==> config.mk <==
export PLATFORM = sky130hd
export DESIGN_NAME = mode_select
export DESIGN_NICKNAME = d
export VERILOG_FILES = /design/src/mode_select_pkg.sv /design/src/mode_select.sv
export VERILOG_INCLUDE_DIRS = /design/src
export SDC_FILE = /design/constraint.sdc
export NUM_CORES = 1
export LEC_CHECK = 0
export ABC_AREA = 1
export CORE_UTILIZATION = 50
export CTS_BUF_LIST = sky130_fd_sc_hd__clkbuf_4 sky130_fd_sc_hd__clkbuf_8 sky130_fd_sc_hd__clkbuf_16
export CTS_CLUSTER_DIAMETER = 200
export DETAILED_ROUTE_END_ITERATION = 8
export DONT_BUFFER_PORTS = 1
export PLACE_DENSITY = 0.62
export SLEW_MARGIN = 20
export SYNTH_ARGS = -nofsm -noshare
export SYNTH_HDL_FRONTEND = slang
export SYNTH_SLANG_ARGS = --single-unit
==> constraint.sdc <==
create_clock -name sys_clk -period 2.1 [get_ports sys_clk]
set_clock_uncertainty 0.2 [all_clocks]
set_input_delay 0.21 -clock sys_clk [delete_from_list [all_inputs] [get_ports sys_clk]]
set_output_delay 0.21 -clock sys_clk [all_outputs]
set_load 0.01 [all_outputs]
==> src/mode_select_map.svh <==
// offsets, fields, reset values and timing counts of the mode selector
//----------------------------------------------------------------
// Overview of operation
//----------------------------------------------------------------
// Overview of operation
// - preset speed runs forward with direction input off, reverse when on.
// - selects off/off stop, off/on speed 1, on/on speed 2, on/off speed 3.
// - codes 4-6 pair preset speed; 7-9 loop pairs; A and B clamp, inhibit.
// - codes 4-6 default pins: both selects off runs the loop, else preset.
// - loop control may switch into preset speed while the motor turns.
// - a select input change is taken within 2 ms, soft start aside.
// - preset to position decelerates first, position only after stopping.
// - codes 4-6 custom pins: method input on runs loop, off preset.
// - custom preset takes direction and speed from dedicated inputs.
// - codes 7-9 default: mode switch on speed/torque/speed, off pos/pos/tq.
// - codes 7-9 custom: method input gets the same on and off mapping.
// - presets 0 to 10000 rpm, motor maximum replaces larger values.
`ifndef MODE_SELECT_MAP_SVH
`define MODE_SELECT_MAP_SVH

// register byte offsets
`define REG_CONFIG 8'h00
`define REG_APPLY 8'h04
`define REG_SPEED_ONE 8'h08
`define REG_SPEED_TWO 8'h0C
`define REG_SPEED_THREE 8'h10
`define REG_DECEL 8'h14
`define REG_STATUS 8'h18

// config fields
`define CFG_CODE_LSB 0
`define CFG_CODE_MSB 3
`define CFG_ALLOC_BIT 4

// reset values
`define CFG_CODE_RST 4'h0
`define CFG_ALLOC_RST 1'b0
`define SPEED_ONE_RST 14'h0064
`define SPEED_TWO_RST 14'h00C8
`define SPEED_THREE_RST 14'h012C
`define DECEL_RST 16'h0000
`define SPEED_LIMIT 14'h2710

// select latency bound, in ns, and in clocks at 25 MHz
`define SEL_LATENCY_NS 2000000
`define CLK_PERIOD_NS 40
`define SEL_LATENCY_CYC (`SEL_LATENCY_NS / `CLK_PERIOD_NS)

`endif

==> src/mode_select_pkg.sv <==
// types shared by the mode selector
package mode_select_pkg;

  // active control method
  typedef enum logic [2:0] {
    CM_SPEED = 3'h0,
    CM_POSITION = 3'h1,
    CM_TORQUE = 3'h2,
    CM_PRESET = 3'h3,
    CM_ZCLAMP = 3'h4,
    CM_INHIBIT = 3'h5
  } ctrl_mode_t;

  // handover phase, gray along run -> decel -> run
  typedef enum logic [1:0] {
    PH_RUN = 2'b00,
    PH_DECEL = 2'b01
  } phase_t;

  // synchronised inputs, 1 = on
  typedef struct packed {
    logic mode_sw;
    logic sel_a;
    logic sel_b;
    logic p_dir;
    logic p_a;
    logic p_b;
    logic method;
  } sel_pins_t;

endpackage

==> src/mode_select.sv <==
// control method and preset speed selection with wishbone registers
//
// The address map and register access over Wishbone are this design's own decisions.
`include "mode_select_map.svh"

module mode_select
  import mode_select_pkg::*;
#(
  parameter logic [13:0] MOTOR_MAX_RPM = 14'd6000
) (
  input wire logic sys_clk, // 25 MHz clock
  input wire logic resetn, // async reset, low active
  // wishbone slave
  input wire logic wb_cyc_i, // bus cycle
  input wire logic wb_stb_i, // strobe
  input wire logic wb_we_i, // write enable
  input wire logic [7:0] wb_adr_i, // byte address
  input wire logic [3:0] wb_sel_i, // byte lanes
  input wire logic [31:0] wb_dat_i, // write data
  output logic [31:0] wb_dat_o, // read data
  output logic wb_ack_o, // acknowledge
  // discrete inputs, active low pins
  input wire logic mode_switch_dir_in_n, // mode switch / direction
  input wire logic fwd_limit_sel_a_in_n, // select a, default pins
  input wire logic rev_limit_sel_b_in_n, // select b, default pins
  input wire logic preset_direction_in_n, // direction, custom pins
  input wire logic preset_select_a_in_n, // select a, custom pins
  input wire logic preset_select_b_in_n, // select b, custom pins
  input wire logic method_select_in_n, // method select, custom
  // from the speed loop, same clock
  input wire logic motor_stopped_in, // motor at standstill
  // towards the loops
  output ctrl_mode_t ctrl_mode, // active control method
  output logic [13:0] preset_speed_ref, // preset speed, rpm
  output logic preset_reverse, // preset direction reverse
  output logic decel_active, // ramping down before position
  output logic [15:0] decel_time_ms // ramp time for the ramp
);

  //----------------------------------------------------------------
  // helpers
  //----------------------------------------------------------------

  // a/b select decode to preset index, 0 means stop
  function automatic logic [1:0] preset_index(input logic a,
                                              input logic b);
    unique case ({a, b})
      2'b00: preset_index = 2'd0;
      2'b01: preset_index = 2'd1;
      2'b11: preset_index = 2'd2;
      2'b10: preset_index = 2'd3;
    endcase
  endfunction

  // clip a written speed to the range, then to the motor
  function automatic logic [13:0] speed_clip(input logic [31:0] v);
    logic [13:0] r;
    r = (v > 32'(`SPEED_LIMIT)) ? `SPEED_LIMIT : v[13:0];
    speed_clip = (r > MOTOR_MAX_RPM) ? MOTOR_MAX_RPM : r;
  endfunction

  //----------------------------------------------------------------
  // input synchroniser
  //----------------------------------------------------------------

  sel_pins_t meta_reg, sync_reg, pin_lvl, on_now;

  // raw pin levels, wiring only: no gate sits ahead of the first flop
  assign pin_lvl = '{mode_sw: mode_switch_dir_in_n,
                     sel_a: fwd_limit_sel_a_in_n,
                     sel_b: rev_limit_sel_b_in_n,
                     p_dir: preset_direction_in_n,
                     p_a: preset_select_a_in_n,
                     p_b: preset_select_b_in_n,
                     method: method_select_in_n};

  // two stages, reset to the idle high pin level; only sync_reg is read
  // two flop sync
  always_ff @(posedge sys_clk or negedge resetn) begin
    if (!resetn) begin
      meta_reg <= '1;
      sync_reg <= '1;
    end else begin
      meta_reg <= pin_lvl;
      sync_reg <= meta_reg;
    end
  end

  // inversion after the second stage: on = pin low
  // active low to on
  assign on_now = ~sync_reg;

  //----------------------------------------------------------------
  // register file
  //----------------------------------------------------------------

  logic [3:0] code_stage_reg, code_stage_next;
  logic alloc_stage_reg, alloc_stage_next;
  logic [3:0] code_reg, code_next;
  logic alloc_reg, alloc_next;
  logic [13:0] spd1_reg, spd1_next;
  logic [13:0] spd2_reg, spd2_next;
  logic [13:0] spd3_reg, spd3_next;
  logic [15:0] decel_reg, decel_next;
  logic ack_reg, ack_next;
  logic [31:0] rdata_reg, rdata_next;
  logic bus_hit, wr_go;
  logic [31:0] status_word;

  ctrl_mode_t mode_reg, mode_next;
  phase_t phase_reg, phase_next;
  logic [13:0] spd_ref_reg, spd_ref_next;
  logic rev_reg, rev_next;

  // answer one cycle after the strobe, drop after one cycle
  assign bus_hit = wb_cyc_i & wb_stb_i & ~ack_reg;
  assign wr_go = bus_hit & wb_we_i;
  assign status_word = {21'h00_0000, phase_reg, rev_reg,
                        alloc_reg, code_reg, mode_reg};

  // decode writes and reads; byte lanes gate each field
  always_comb begin
    code_stage_next = code_stage_reg;
    alloc_stage_next = alloc_stage_reg;
    code_next = code_reg;
    alloc_next = alloc_reg;
    spd1_next = spd1_reg;
    spd2_next = spd2_reg;
    spd3_next = spd3_reg;
    decel_next = decel_reg;
    ack_next = bus_hit;
    rdata_next = rdata_reg;
    if (wr_go && wb_sel_i[0]) begin
      unique case (wb_adr_i)
        `REG_CONFIG: begin
          code_stage_next = wb_dat_i[`CFG_CODE_MSB:`CFG_CODE_LSB];
          alloc_stage_next = wb_dat_i[`CFG_ALLOC_BIT];
        end
        // staged setting only acts on this restart strobe
        `REG_APPLY: begin
          if (wb_dat_i[0]) begin
            code_next = code_stage_reg;
            alloc_next = alloc_stage_reg;
          end
        end
        default: ;
      endcase
    end
    // speeds need both low lanes, a torn value would jump
    if (wr_go && (&wb_sel_i[1:0])) begin
      unique case (wb_adr_i)
        `REG_SPEED_ONE: spd1_next = speed_clip(wb_dat_i);
        `REG_SPEED_TWO: spd2_next = speed_clip(wb_dat_i);
        `REG_SPEED_THREE: spd3_next = speed_clip(wb_dat_i);
        `REG_DECEL: decel_next = wb_dat_i[15:0];
        default: ;
      endcase
    end
    if (bus_hit && !wb_we_i) begin
      unique case (wb_adr_i)
        `REG_CONFIG: rdata_next = {27'h000_0000, alloc_stage_reg,
                                   code_stage_reg};
        `REG_SPEED_ONE: rdata_next = {18'h0_0000, spd1_reg};
        `REG_SPEED_TWO: rdata_next = {18'h0_0000, spd2_reg};
        `REG_SPEED_THREE: rdata_next = {18'h0_0000, spd3_reg};
        `REG_DECEL: rdata_next = {16'h0000, decel_reg};
        `REG_STATUS: rdata_next = status_word;
        default: rdata_next = 32'h0000_0000; // unmapped reads zero
      endcase
    end
  end

  // register file state
  always_ff @(posedge sys_clk or negedge resetn) begin
    if (!resetn) begin
      code_stage_reg <= `CFG_CODE_RST;
      alloc_stage_reg <= `CFG_ALLOC_RST;
      code_reg <= `CFG_CODE_RST;
      alloc_reg <= `CFG_ALLOC_RST;
      spd1_reg <= `SPEED_ONE_RST;
      spd2_reg <= `SPEED_TWO_RST;
      spd3_reg <= `SPEED_THREE_RST;
      decel_reg <= `DECEL_RST;
      ack_reg <= 1'b0;
      rdata_reg <= 32'h0000_0000;
    end else begin
      code_stage_reg <= code_stage_next;
      alloc_stage_reg <= alloc_stage_next;
      code_reg <= code_next;
      alloc_reg <= alloc_next;
      spd1_reg <= spd1_next;
      spd2_reg <= spd2_next;
      spd3_reg <= spd3_next;
      decel_reg <= decel_next;
      ack_reg <= ack_next;
      rdata_reg <= rdata_next;
    end
  end

  //----------------------------------------------------------------
  // mode decode
  //----------------------------------------------------------------

  logic dir_on, sel_a_on, sel_b_on, switch_on;
  logic [1:0] idx;
  ctrl_mode_t want;
  logic [13:0] want_spd;

  // pick the pin set by allocation; both stay in sync
  // custom preset pins
  assign dir_on = alloc_reg ? on_now.p_dir : on_now.mode_sw;
  assign sel_a_on = alloc_reg ? on_now.p_a : on_now.sel_a;
  assign sel_b_on = alloc_reg ? on_now.p_b : on_now.sel_b;
  assign switch_on = alloc_reg ? on_now.method : on_now.mode_sw;
  assign idx = preset_index(sel_a_on, sel_b_on);

  // wanted method from code and inputs
  always_comb begin
    want = CM_SPEED;
    unique case (code_reg)
      4'h1: want = CM_POSITION;
      4'h2: want = CM_TORQUE;
      4'h3: want = CM_PRESET;
      4'h4, 4'h5, 4'h6: begin
        if (alloc_reg ? !on_now.method : (idx != 2'd0))
          want = CM_PRESET;
        else if (code_reg == 4'h5)
          want = CM_POSITION;
        else if (code_reg == 4'h6)
          want = CM_TORQUE;
        else
          want = CM_SPEED;
      end
      4'h7: want = switch_on ? CM_SPEED : CM_POSITION;
      4'h8: want = switch_on ? CM_TORQUE : CM_POSITION;
      4'h9: want = switch_on ? CM_SPEED : CM_TORQUE;
      4'hA: want = switch_on ? CM_ZCLAMP : CM_SPEED;
      4'hB: want = switch_on ? CM_INHIBIT : CM_POSITION;
      default: want = CM_SPEED; // codes with no pairing run speed
    endcase
  end

  // speed per index; index 0 is the zero speed stop
  always_comb begin
    unique case (idx)
      2'd1: want_spd = spd1_reg;
      2'd2: want_spd = spd2_reg;
      2'd3: want_spd = spd3_reg;
      default: want_spd = 14'h0000;
    endcase
  end

  //----------------------------------------------------------------
  // method handover
  //----------------------------------------------------------------

  // entering preset is immediate even while turning; only
  // preset to position waits for standstill
  always_comb begin
    mode_next = mode_reg;
    phase_next = phase_reg;
    spd_ref_next = spd_ref_reg;
    rev_next = dir_on;
    unique case (phase_reg)
      PH_RUN: begin
        if (mode_reg == CM_PRESET && want == CM_POSITION) begin
          phase_next = PH_DECEL;
          spd_ref_next = 14'h0000;
        end else begin
          mode_next = want;
          spd_ref_next = (want == CM_PRESET) ? want_spd : 14'h0000;
        end
      end
      PH_DECEL: begin
        spd_ref_next = 14'h0000;
        if (want != CM_POSITION) begin
          // request withdrawn, resume the wanted method
          phase_next = PH_RUN;
          mode_next = want;
          spd_ref_next = (want == CM_PRESET) ? want_spd : 14'h0000;
        end else if (motor_stopped_in) begin
          phase_next = PH_RUN;
          mode_next = CM_POSITION;
        end
      end
      default: phase_next = PH_RUN;
    endcase
  end

  // handover state
  always_ff @(posedge sys_clk or negedge resetn) begin
    if (!resetn) begin
      mode_reg <= CM_SPEED;
      phase_reg <= PH_RUN;
      spd_ref_reg <= 14'h0000;
      rev_reg <= 1'b0;
    end else begin
      mode_reg <= mode_next;
      phase_reg <= phase_next;
      spd_ref_reg <= spd_ref_next;
      rev_reg <= rev_next;
    end
  end

  //----------------------------------------------------------------
  // outputs, all from flops
  //----------------------------------------------------------------

  assign wb_ack_o = ack_reg;
  assign wb_dat_o = rdata_reg;
  assign ctrl_mode = mode_reg;
  assign preset_speed_ref = spd_ref_reg;
  assign preset_reverse = rev_reg;
  assign decel_active = phase_reg[0]; // only the decel code has bit 0 set
  assign decel_time_ms = decel_reg;

endmodule // mode_select

### After elaboration in Yosys (flattened, before gate mapping)

Index checks and enable logic that the tools add are counted.

* eq/ne operators: 31
* bitwise operators: 5
* $lt $le $gt $ge: 2
* mux-type cells: 31
* reduce and logical (&&, ||, !) cells: 21

Operators by type and width (number)
* $pmux W16 S6: 1
* $mux W14: 5
* $pmux W14 S3: 1
* $gt A32 B14 Y1 const B: 1
* $pmux W14 S2: 1
* $pmux W3 S9: 1
* $eq A8 B5 Y1 const B: 3
* $eq A4 B3 Y1 const B: 4
* $eq A4 B4 Y1 const B: 4
* $eq A8 B4 Y1 const B: 2
* $mux W2: 8
* $mux W3: 5
* $gt A14 B13 Y1 const B: 1
* $reduce_and A2 Y1: 7
* $eq A2 B2 Y1 const B: 4
* $eq A4 B2 Y1 const B: 2
* $eq A8 B3 Y1 const B: 1
* $logic_not A8 Y1: 1
* $pmux W2 S4: 1
* $not A7 Y7: 1
* $eq A2 B1 Y1 const B: 3
* $eq A3 B2 Y1 const B: 2
* $mux W1: 6
* $pmux W3 S2: 1
* other kinds (14): 24

* bits of input ports: 57
* register bits: 135
* output and inout bits: 68

### Depth between registers and ports, before layout

Gate-level depths: netlist (run 1).

* depth after elaboration: 12
* mapped depth: 15

### Worst setup path before layout (run 1)

OpenSTA, ideal clock, no wires.

* path type: register -> register
* start point: reg ack_reg, in the netlist wb_ack_o
* end point: reg spd3_reg[11]
* period minus slack after synthesis: 1.775 ns
* stages on the path, launching flop included: 10
* setup slack: 0.325 ns
* arrival: 1.457 ns
* library setup time: 0.117 ns
* cell sequence: dfrtp_1 nor2_1 nand3_1 inv_1 nand2_1 nor2_1 inv_2 clkbuf_1 nand2_1 nand2_1

* longest elaborated chain between the ends: 5

Ends and longest elaborated chain
* start: declaration: RTL line mode_select.sv:105 `logic ack_reg, ack_next;`
* start signal: assignment: RTL line mode_select.sv:195 `ack_reg <= ack_next;`
* $not A1 Y1: RTL line mode_select.sv:116 `assign bus_hit = wb_cyc_i & wb_stb_i & ~ack_reg;`
* $and A1 B1 Y1: RTL line mode_select.sv:116
* named net ack_next: RTL line mode_select.sv:105
* $and A1 B1 Y1: RTL line mode_select.sv:117 `assign wr_go = bus_hit & wb_we_i;`
* $logic_and A1 B1 Y1: RTL line mode_select.sv:150 `if (wr_go && (&wb_sel_i[1:0])) begin`
* $reduce_and A2 Y1 (no line)
* end signal: assignment: RTL line mode_select.sv:182 `` spd3_reg <= `SPEED_THREE_RST; ``
* end signal: assignment: RTL line mode_select.sv:193 `spd3_reg <= spd3_next;`
* end: declaration: RTL line mode_select.sv:103 `logic [13:0] spd3_reg, spd3_next;`

The timed path passes the listed nets, and every way through them passes these cells.
A chain may end at the register's enable or synchronous reset.

### Final worst setup path (run 1)

* start point: reg alloc_reg
* end point: reg mode_reg[2], in the netlist ctrl_mode[2]

* longest elaborated chain between the ends: 11
* elaborated cells on any way between the ends: 26
* those cells by class: eq/ne: 7; mux: 15; reduce/logical: 4

Ends and longest elaborated chain
* start: declaration: RTL line mode_select.sv:100 `logic alloc_reg, alloc_next;`
* start signal: assignment: RTL line mode_select.sv:179 `` alloc_reg <= `CFG_ALLOC_RST; ``
* start signal: assignment: RTL line mode_select.sv:190 `alloc_reg <= alloc_next;`
* $mux W1, on equally long branches: RTL line mode_select.sv:213, mode_select.sv:212
* $eq A2 B2 Y1 (tied with other cells): RTL line mode_select.sv:47 `unique case ({a, b})`
* $pmux W2 S4: RTL line mode_select.sv:47
* $reduce_bool A2 Y1: RTL line mode_select.sv:225 `if (alloc_reg ? !on_now.method : (idx != 2'd0))`
* $mux W1: RTL line mode_select.sv:225
* $mux W2: RTL line mode_select.sv:225
* $pmux W3 S9 *: RTL line mode_select.sv:220 `unique case (code_reg)`
* $eq A3 B1 Y1: RTL line mode_select.sv:266 `if (mode_reg == CM_PRESET && want == CM_POSITION) begin`
* $logic_and A1 B1 Y1: RTL line mode_select.sv:266
* $ne A2 B2 Y1 (no line)
* $reduce_and A3 Y1 (no line)
* end signal: assignment: RTL line mode_select.sv:298 `mode_reg <= mode_next;`
* end: declaration: RTL line mode_select.sv:110 `ctrl_mode_t mode_reg, mode_next;`

Every way passes the cells marked *; elsewhere a longest branch is shown, timed or not. The select of a mux whose other input is x is not followed.

==> flow_summary_export.csv, run 1 <==
group,metric,value,unit
status,status,"finished with violations",
status,failed_checks,"negative hold slack",
drt,route.detailed.drc,0,
sta,timing_max_transition_violations_final,0,
clock_tree,clkTransAtPathRegs,60,ps
setup_path,cp_data_required_time,2310,ps
clock_tree,hold_fix_buffers_cts,33,
place,io_buffer_count,0,
synthesis,synth.lib_cells_used.distinct,34,
clock_tree,tritoncts,"built",
global_routing,antenna_found_initial,0,
global_routing,pin_count_of_the_biggest_net_entering_global_routing,119,
sta,post_route_fraction_of_the_period_consumed_by_the_critical_path,94.35,%
setup_path,cp_max_fo,5,
place,placedInstanceArea,0.005743,mm²
sta,min_period,1981,ps
setup_path,worst-r2r-setup-slack,120,ps
drt,first_iter_violations,442,
finish,layout.cells.most_common_list,"nand2_1, dfrtp_1, inv_1, nor2_1",
finish,layout.cell_area.non_filler,0.006725,mm²
global_routing,grt_util_met3,7.506,%
pwr,powerDensity,826.8,mW/mm²
floorplan,die-width,107.3,µm
drt,detail_route.first_pass.iterations,5,
synthesis,synth.cell_area,0.005539,mm²
setup_path,crit_arrival,2190,ps
clock_tree,ctsRootBufferMaster,"clkbuf_8",
floorplan,placeableCoreArea,0.01079,mm²
synthesis,postSynthCellCount,676,
setup_path,start_kind,"flop",
clock_tree,cts_num_sinks,118,
setup_path,cp_slowest_cell,"dfrtp_2",
clock_tree,cts-buffers-inserted,17,
synthesis,synthArstFlopShare,100.0,%
drt,routed_wl,16000,µm
clock_tree,clkLatencyLatePin,530,ps
setup_path,endpoint_kind,"flop",
sta,hold_violations,118,
synthesis,synth_warnings,0,
global_routing,number_of_global_route_vias_before_repair,4755,
pwr,power.ir.vdd_worst,0.0005123,V
global_routing,first_pass_grt_wire_length,25050,µm
setup_path,timing.setup.critical_path_class,"reg -> reg",
finish,layout-drive-gt1-share,14.27,%
finish,finish.net_count,794,
clock_tree,clock_tree.htree_level_count,4,
finish,antenna_cells_inserted,0,
global_routing,grt_use_met1,40.42,%
drt,vias,4902,
global_routing,total_congestion_overflow,0,
drt,route.antenna.remaining_nets,0,
sta,hold_ws,-825.1,ps
global_routing,global_route.usage.met2,46.04,%
global_routing,grt_busiest_layer,"met2",
sta,achievable-frequency,504.7,MHz
sta,finalSetupViolCount,0,
setup_path,worst-r2r-cell-count,8,
place,dp.final_hpwl,11110,µm
setup_path,highest_cell_delay_on_the_worst_timing_path,450,ps
place,finalWeightedCongestion,0.9148,
floorplan,initial_core_util,51.32,%
run,drv.max_cap_violation_count,0,
hold_path,min-delay-path-class,"in -> async",
finish,mostFrequentLayoutCell,"nand2_1",
floorplan,dieArea,0.01150,mm²
pwr,power.static_leakage,3.236,nW
place,dp_worst_setup_slack,75.47,ps
drt,avgViaCountPerCell,5.508,
synthesis,ff_latch_count_synth,118,
synthesis,synth_seq_area_share,53.85,%
synthesis,number_of_synthesized_flops_with_an_enable_pin,0,
finish,synthToLayoutAreaGrowth,21.41,%
sta,layout_setup_ws,118.7,ps
clock_tree,cts.path.max_buffers,2,
floorplan,height_of_the_die,107.3,µm
setup_path,worst_path_most_repeated_cell,"nand2_1",
setup_path,critical_path.cell_chain,"or2_2 > nand2_1 > nor2_1 > a31oi_1 > nand3_1 > and3_1 > nand2_1 > nand2_1",
floorplan,fp-row-count,38,
synthesis,post_synth.cell_area_avg,8.194,µm²
floorplan,io-pin-count,125,
synthesis,most_used_flip_flop_cell_after_synthesis,"dfrtp_1",
global_routing,grt_util_all_layers,29.58,%
drt,detail_route.wl_per_cell,17.98,µm
==> worst max-delay path, delay by kind of cell (launching register included) <==
kind / cells / cell delay [ps]
AND/OR/NAND/NOR: 7 / 1060
flip-flops: 1 / 450
AO/OA/AOI/OAI: 1 / 150
==> power breakdown <==
group,switching [mW],internal [mW]
sequential,0.0383,2.33
combinational,0.115,0.0888
clock,1.01,1.98
total,1.16,4.40
==> metal layers <==
metal	up-vias	routed length [µm]	part of all wire, %
met4	0	312	1.9
met5	-	0	0
met1	2330	6999	44
met3	27	1316	8.2
li1	2282	-	-
met2	263	7375	46
==> through the flow <==
step           cells  total power [mW]  hold WS, ps  TNS [ps]  util [%]
6_report         890             5.561       -825.1         0     62.31
5_1_grt          890             5.714       -847.1    -73.65     62.31
4_1_cts          888             5.581       -842.9         0     62.00
3_5_place_dp     823             2.550       -282.4         0     53.21
3_3_place_gp     823             2.547       -280.9         0     53.21
2_1_floorplan    691             2.522       -285.6         0         -
==> cells in the mapped netlist, types with 9 or more instances <==
cell,count,area [µm²]
a21oi_1,23,115.1
buf_4,16,120.1
clkbuf_1,9,33.78
dfrtp_1,94,2352
dfstp_2,24,630.6
inv_1,68,255.2
nand2_1,213,799.5
nand3_1,39,195.2
nor2_1,67,251.5
o21ai_0,39,195.2
o22ai_1,17,106.4
==> layout make-up <==
cell class	instances	area [µm²]
Fill cell	900	4068
Multi-Input combinational cell	470	2157
Clock inverter	8	120.1
Sequential cell	118	2984
Timing Repair Buffer	58	518.0
Inverter	72	272.8
Tap cell	140	175.2
Clock buffer	24	498.0
==> cells by family after synthesis <==
family / share of synthesized area (%)
buffers and inverters: 8.764
flip-flops: 53.85
other: 0.06770
AO/OA/AOI/OAI: 11.05
multiplexers: 0.2033
AND/OR/NAND/NOR: 26.07
==> final timing paths <==
check / startpoint / end
min: resetn / wb_dat_o[14]
max: alloc_reg / ctrl_mode[2]
max in group asynchronous: resetn / spd2_reg[7]
max reg2reg: alloc_reg / ctrl_mode[2]
min reg2reg: meta_reg[3] / sync_reg[3]
min in group sys_clk: wb_adr_i[0] / wb_dat_o[0]
==> repair_timing <==
item | 4_1_cts | 5_1_grt
gates resized for setup | 0 | 8
endpoints found under the setup margin | 0 | 41
hold endpoints to repair | 205 | 118
setup buffers | 0 | 0
Power figures use the tool's default switching activity.
==> run 2: changes to the inputs <==
Settings changed: CORE_UTILIZATION 50 to 40, PLACE_DENSITY 0.62 to 0.51.
==> run 2 against run 1 <==
Non-clock buffer count unchanged. Worst setup slack worse by 8.1 ps. Power up 0.20%. The flow still finishes with violations (negative hold slack). First-iteration DRC count down 11%. Worst hold slack better by 120 ps. Cell count up 3.9%. Global-route usage down 4.8 points. Wire length up 4.0%. Largest cell class unchanged. Clock power about the same. Maximum frequency down 0.41%. Critical endpoint is now spd2_reg[2].
==> flow_summary_export.csv, run 2 (synthesis gave the netlist of run 1 again) <==
group,metric,value,unit
pwr,power.static_leakage,3.277,nW
drt,route.detailed.drc,0,
setup_path,cp_data_required_time,2250,ps
place,finalWeightedCongestion,0.8647,
setup_path,cp_max_fo,8,
finish,mostFrequentLayoutCell,"nand2_1",
floorplan,placeableCoreArea,0.01335,mm²
sta,tightest_slew,710.5,ps
setup_path,rr_endpoint,"spd2_reg[2]",
setup_path,start_kind,"flop",
setup_path,critical_path.n_buffers_inverters,2,
setup_path,timing.setup.critical_path_class,"reg -> reg",
pwr,power.ir.vdd_worst,0.0005207,V
drt,route.antenna.remaining_nets,0,
drt,detail_route.wl_per_cell,17.99,µm
sta,min_period,1989,ps
clock_tree,clkLatencyLatePin,420,ps
sta,rsz0062_at_grt,"false",
global_routing,number_of_global_route_vias_before_repair,4722,
drt,routed_wl,16640,µm
drt,first_iter_violations,393,
setup_path,endpoint_kind,"flop",
sta,finalSetupViolCount,0,
drt,vias,4829,
status,status,"finished with violations",
clock_tree,cts_num_sinks,118,
place,dp.final_hpwl,11720,µm
clock_tree,ctsRootBufferMaster,"clkbuf_16",
global_routing,first_pass_grt_wire_length,26340,µm
hold_path,min-delay-path-class,"in -> async",
clock_tree,cts.path.max_buffers,2,
setup_path,worst-r2r-setup-slack,110,ps
floorplan,height_of_the_die,119.7,µm
global_routing,antenna_found_initial,0,
finish,instances_no_fill,925,
clock_tree,hold_fix_buffers_cts,28,
sta,setup-tns-final,0,ps
place,post-place-cells,859,
sta,hold_violations,118,
setup_path,worst-r2r-cell-count,8,
place,placedInstanceArea,0.005813,mm²
setup_path,r2r_start,"wb_ack_o",
run,drv.max_cap_violation_count,0,
floorplan,die-width,119.7,µm
clock_tree,clock_tree.htree_level_count,4,
finish,synthToLayoutAreaGrowth,23.15,%
floorplan,fp-row-count,42,
drt,avgViaCountPerCell,5.221,
place,io_buffer_count,0,
setup_path,crit_arrival,2140,ps
setup_path,cp_slowest_cell,"dfrtp_1",
sta,post_route_fraction_of_the_period_consumed_by_the_critical_path,94.73,%
finish,layout-drive-gt1-share,16.29,%
setup_path,critical_path.cell_chain,"nor2_1 > nand3_1 > inv_1 > nand2_1 > nor2_1 > buf_4 > nand3_1 > nand2_1",
finish,finish.net_count,793,
sta,max_slew_margin,52.58,%
floorplan,io-pin-count,125,
sta,achievable-frequency,502.7,MHz
floorplan,dieArea,0.01432,mm²
sta,hold_ws,-703.9,ps
clock_tree,tritoncts,"built",
floorplan,initial_core_util,41.50,%
clock_tree,cts-buffers-inserted,17,
setup_path,crit_family,"simple AND/OR/NAND/NOR gates",
global_routing,total_congestion_overflow,0,
setup_path,highest_cell_delay_on_the_worst_timing_path,410,ps
clock_tree,clkTransAtPathRegs,50,ps
global_routing,pin_count_of_the_biggest_net_entering_global_routing,119,
finish,antenna_cells_inserted,0,
finish,layout.cells.most_common_list,"nand2_1, dfrtp_1, inv_1",
status,failed_checks,"negative hold slack",
sta,timing_max_transition_violations_final,0,
pwr,powerDensity,816.8,mW/mm²
finish,layout.cell_area.non_filler,0.006822,mm²
global_routing,grt_util_all_layers,24.78,%
drt,detail_route.first_pass.iterations,5,
[run 2: cell count changes in the layout (fill, tap and decap cells not counted), sizes merged]
cell,before,now
buf,25,29
clkbuf,24,25
clkinv,3,4
clkinvlp,2,1
dlygate4sd3,33,23
dlymetal6s4s,0,5
nand2,222,221
[run 2: worst register-to-register path: cells and delay by family, from the launching register on]
family	cells	cell delay, ps
buffers and inverters	2	440
DFF	1	410
and+or+nand+nor	6	890
[run 2: worst max path at each step]
stage	start	endpoint	slack, ps	depth (start not counted)
floorplan	wb_ack_o	spd3_reg[11]	330	9
global placement	alloc_reg	preset_speed_ref[13]	50	7
detailed placement	alloc_reg	preset_speed_ref[13]	6	7
CTS	wb_dat_i[13]	spd2_reg[11]	80	15
global route	alloc_reg	ctrl_mode[1]	3	10
finish	wb_ack_o	spd2_reg[2]	110	8
[run 2: metal layers]
| layer | global-route usage [%] | up-vias | part of all wire [%] |
|---|---|---|---|
| met4 | 11.41 | 0 | 2.4 |
| met3 | 6.226 | 29 | 7.0 |
| li1 | - | 2290 | - |
| met2 | 36.02 | 215 | 44 |
| met5 | 0 | - | 0 |
| met1 | 34.65 | 2295 | 47 |
[run 2: final cells by class]
cell class | count | area (µm²)
Fill cell | 1333 | 6526
Sequential cell | 118 | 2983
Multi-Input combinational cell | 469 | 2170
Timing Repair Buffer | 58 | 560.5
Clock buffer | 24 | 496.7
Inverter | 72 | 270.3
Tap cell | 176 | 220.2
Clock inverter | 8 | 121.4
[run 2: stage by stage]
stage	hold slack [ps]	worst slack [ps]	util (%)	power [mW]
2_1_floorplan	-285.6	325.2	-	2.522
3_3_place_gp	-282.0	45.96	43.55	2.550
3_5_place_dp	-282.3	6.343	43.55	2.554
4_1_cts	-730.0	78.81	50.30	5.622
5_1_grt	-727.6	3.333	51.11	5.753
6_report	-703.9	110.6	51.11	5.572
[run 2: power breakdown]
part	leakage (nW)	switching, mW	internal, mW	total, mW
clock	0.308	0.996	2.01	3.00
sequential	1.53	0.0415	2.33	2.37
combinational	1.44	0.113	0.0870	0.200
total	3.28	1.15	4.42	5.57
[run 2: what timing repair did]
action / 4_1_cts / 5_1_grt
endpoints found under the setup margin: 3 / 47
setup buffers: 0 / 4
gates resized for setup: 1 / 22
hold endpoints to repair: 195 / 118
cloned: 0 / 2
pin swaps: 0 / 12
==> run 3: changes to the inputs <==
Settings changed: CORE_MARGIN set to 2, PLACE_DENSITY 0.51 to unset.
==> run 3 against run 2 <==
The run still ends with negative hold slack left. Die area is 3.4% higher. Sequential power hardly changed. Clock power is 3% higher. Wire length is 2.6% lower. Highest routed layer unchanged. Cell area is 0.18% higher. Worst setup slack better by 15 ps. Clock-buffer cell count is 5 lower. Core utilization is 0.11 points lower. Sequential share of layout area is 0.062 points lower.
==> flow_summary_export.csv, run 3 (synthesis gave the netlist of run 1 again) <==
group,metric,value,unit
setup_path,cp_max_fo,5,
clock_tree,hold_fix_buffers_cts,30,
clock_tree,cts.path.max_buffers,2,
floorplan,placeableCoreArea,0.01340,mm²
place,finalWeightedCongestion,0.9151,
global_routing,number_of_global_route_vias_before_repair,4799,
finish,final-seq-area,0.002984,mm²
setup_path,start_kind,"primary input",
drt,detail_route.wl_per_cell,17.45,µm
drt,first_iter_violations,522,
pwr,clockPowerShare,54.5,%
pwr,netSwitchingPower,1.197,mW
drt,detail_route.first_pass.iterations,5,
clock_tree,cts-buffers-inserted,17,
finish,layout.cell_area.non_filler,0.006834,mm²
drt,route.antenna.remaining_nets,0,
place,dp_worst_setup_slack,53.29,ps
drt,vias,4845,
sta,rsz0062_at_grt,"true",
finish,mostFrequentLayoutCell,"nand2_1",
sta,hold_ws,-716.1,ps
setup_path,critical_path.cell_chain,"dlygate4sd3_1 > inv_2 > nand2_1 > nor2_2 > nand3_1 > nand2_1 > nand2_2 > nand2_4 > nor2_1 > nor2_1 > nand2_2 > nand2_4 > nand2_4 > nand2_1 > nand2_1",
setup_path,worst_path_most_repeated_cell,"nand2_1",
setup_path,endpoint_kind,"flop",
sta,hold_violations,118,
place,io_buffer_count,0,
setup_path,cp_data_required_time,2210,ps
clock_tree,clock_tree.htree_level_count,4,
place,placedInstanceArea,0.005816,mm²
floorplan,fp-row-count,42,
pwr,power.ir.vdd_worst,0.0005459,V
pwr,internal_power,4.453,mW
finish,area_occupied_by_multi_input_gates,0.002180,mm²
sta,timing_max_transition_violations_final,0,
setup_path,crit_arrival,2090,ps
finish,antenna_cells_inserted,0,
finish,layout.cells.most_common_list,"nand2_1, dfrtp_1, nor2_1",
clock_tree,clkLatencyLatePin,420,ps
pwr,power.static_leakage,3.251,nW
finish,filler_cell_count,1257,
floorplan,die-width,121.7,µm
setup_path,timing.setup.critical_path_class,"in -> reg",
sta,post_route_fraction_of_the_period_consumed_by_the_critical_path,94.01,%
place,dp.final_hpwl,11560,µm
sta,min_period,1974,ps
finish,layout-drive-gt1-share,15.80,%
drt,avgViaCountPerCell,5.215,
pwr,share_seq_of_total_power,41.9,%
setup_path,cp_slowest_cell,"dlygate4sd3_1",
floorplan,height_of_the_die,121.7,µm
global_routing,antenna_found_initial,0,
hold_path,min-delay-path-class,"in -> async",
finish,finish.net_count,797,
floorplan,initial_core_util,41.34,%
pwr,powerDensity,826.8,mW/mm²
floorplan,io-pin-count,125,
global_routing,first_pass_grt_wire_length,25740,µm
run,drv.max_cap_violation_count,0,
pwr,total_power,5.650,mW
status,failed_checks,"negative hold slack",
pwr,power.share.switching,21.18,%
global_routing,grt_util_all_layers,23.20,%
status,status,"finished with violations",
setup_path,highest_cell_delay_on_the_worst_timing_path,560,ps
clock_tree,clkTransAtPathRegs,60,ps
sta,achievable-frequency,506.5,MHz
pwr,logic_pwr_share,3.6,%
drt,route.detailed.drc,0,
finish,synthToLayoutAreaGrowth,23.38,%
sta,finalSetupViolCount,0,
clock_tree,ctsRootBufferMaster,"clkbuf_16",
global_routing,pin_count_of_the_biggest_net_entering_global_routing,119,
sta,layout_setup_ws,125.8,ps
clock_tree,tritoncts,"built",
floorplan,dieArea,0.01480,mm²
clock_tree,cts_num_sinks,118,
drt,routed_wl,16210,µm
global_routing,total_congestion_overflow,0,
## run 3: changes by cell type in the layout (fill, tap and decap cells not counted), moves of 3 or more
cell	delta
clkinvlp_4	+3
nor2_1	+4
clkbuf_4	-4
dlygate4sd3_1	+6
nor2_2	-4
buf_4	+3
dlymetal6s4s_1	-4
## run 3: worst max-delay path, delay by kind of cell
| family | cells | cell delay [ps] |
|---|---|---|
| simple gates | 13 | 1230 |
| buf+inv | 2 | 650 |
## run 3: cell type report
class | count | share of cell area, %
clock buffers | 19 | 6.628
clock inverters | 13 | 2.618
inverters | 72 | 3.955
multi-input cells | 470 | 31.89
flip-flops and latches | 118 | 43.67
well taps | 176 | 3.222
repair buffers | 61 | 8.019
## run 3: repair_timing
item / 4_1_cts / 5_1_grt
gates resized for setup: 0 / 15
buffers inserted: 0 / 4
endpoints found under the setup margin: 0 / 56
hold endpoints to repair: 194 / 118
## run 3: layer usage
metal	vias to the layer above	GRT usage [%]	wire length, µm
met2	237	34.13	7216
li1	2288	-	-
met1	2297	32.23	7180
met5	-	0	0
met4	0	7.974	274
met3	23	7.678	1541
## run 3: power by group through the flow
stage | Sequential (mW) | Clock (mW) | Combinational, mW
2_1_floorplan | 2.39 | 0 | 0.128
3_3_place_gp | 2.41 | 0 | 0.145
3_5_place_dp | 2.41 | 0 | 0.149
4_1_cts | 2.37 | 3.11 | 0.195
5_1_grt | 2.37 | 3.24 | 0.225
6_report | 2.37 | 3.08 | 0.201
## run 3: path summary, 6_finish.rpt
path | start | to | slack, ps | cells past startpoint
min in group sys_clk | wb_dat_i[0] | alloc_reg | 20 | 2
max in group asynchronous | resetn | spd2_reg[7] | 2150 | 0
worst max-delay path | wb_dat_i[11] | spd3_reg[10] | 130 | 15
worst min-delay path | resetn | decel_time_ms[6] | -720 | 0
worst min register to register | meta_reg[3] | sync_reg[3] | 160 | 0
worst max register to register | alloc_reg | ctrl_mode[2] | 140 | 12
## run 3: stage by stage
step / TNS, ps / utilization, % / instances
global route: -32.27 / 51.00 / 929
detailed placement: 0 / 43.40 / 861
CTS: 0 / 50.35 / 923
finish: 0 / 51.00 / 929
global placement: 0 / 43.40 / 861
floorplan: 0 / - / 691
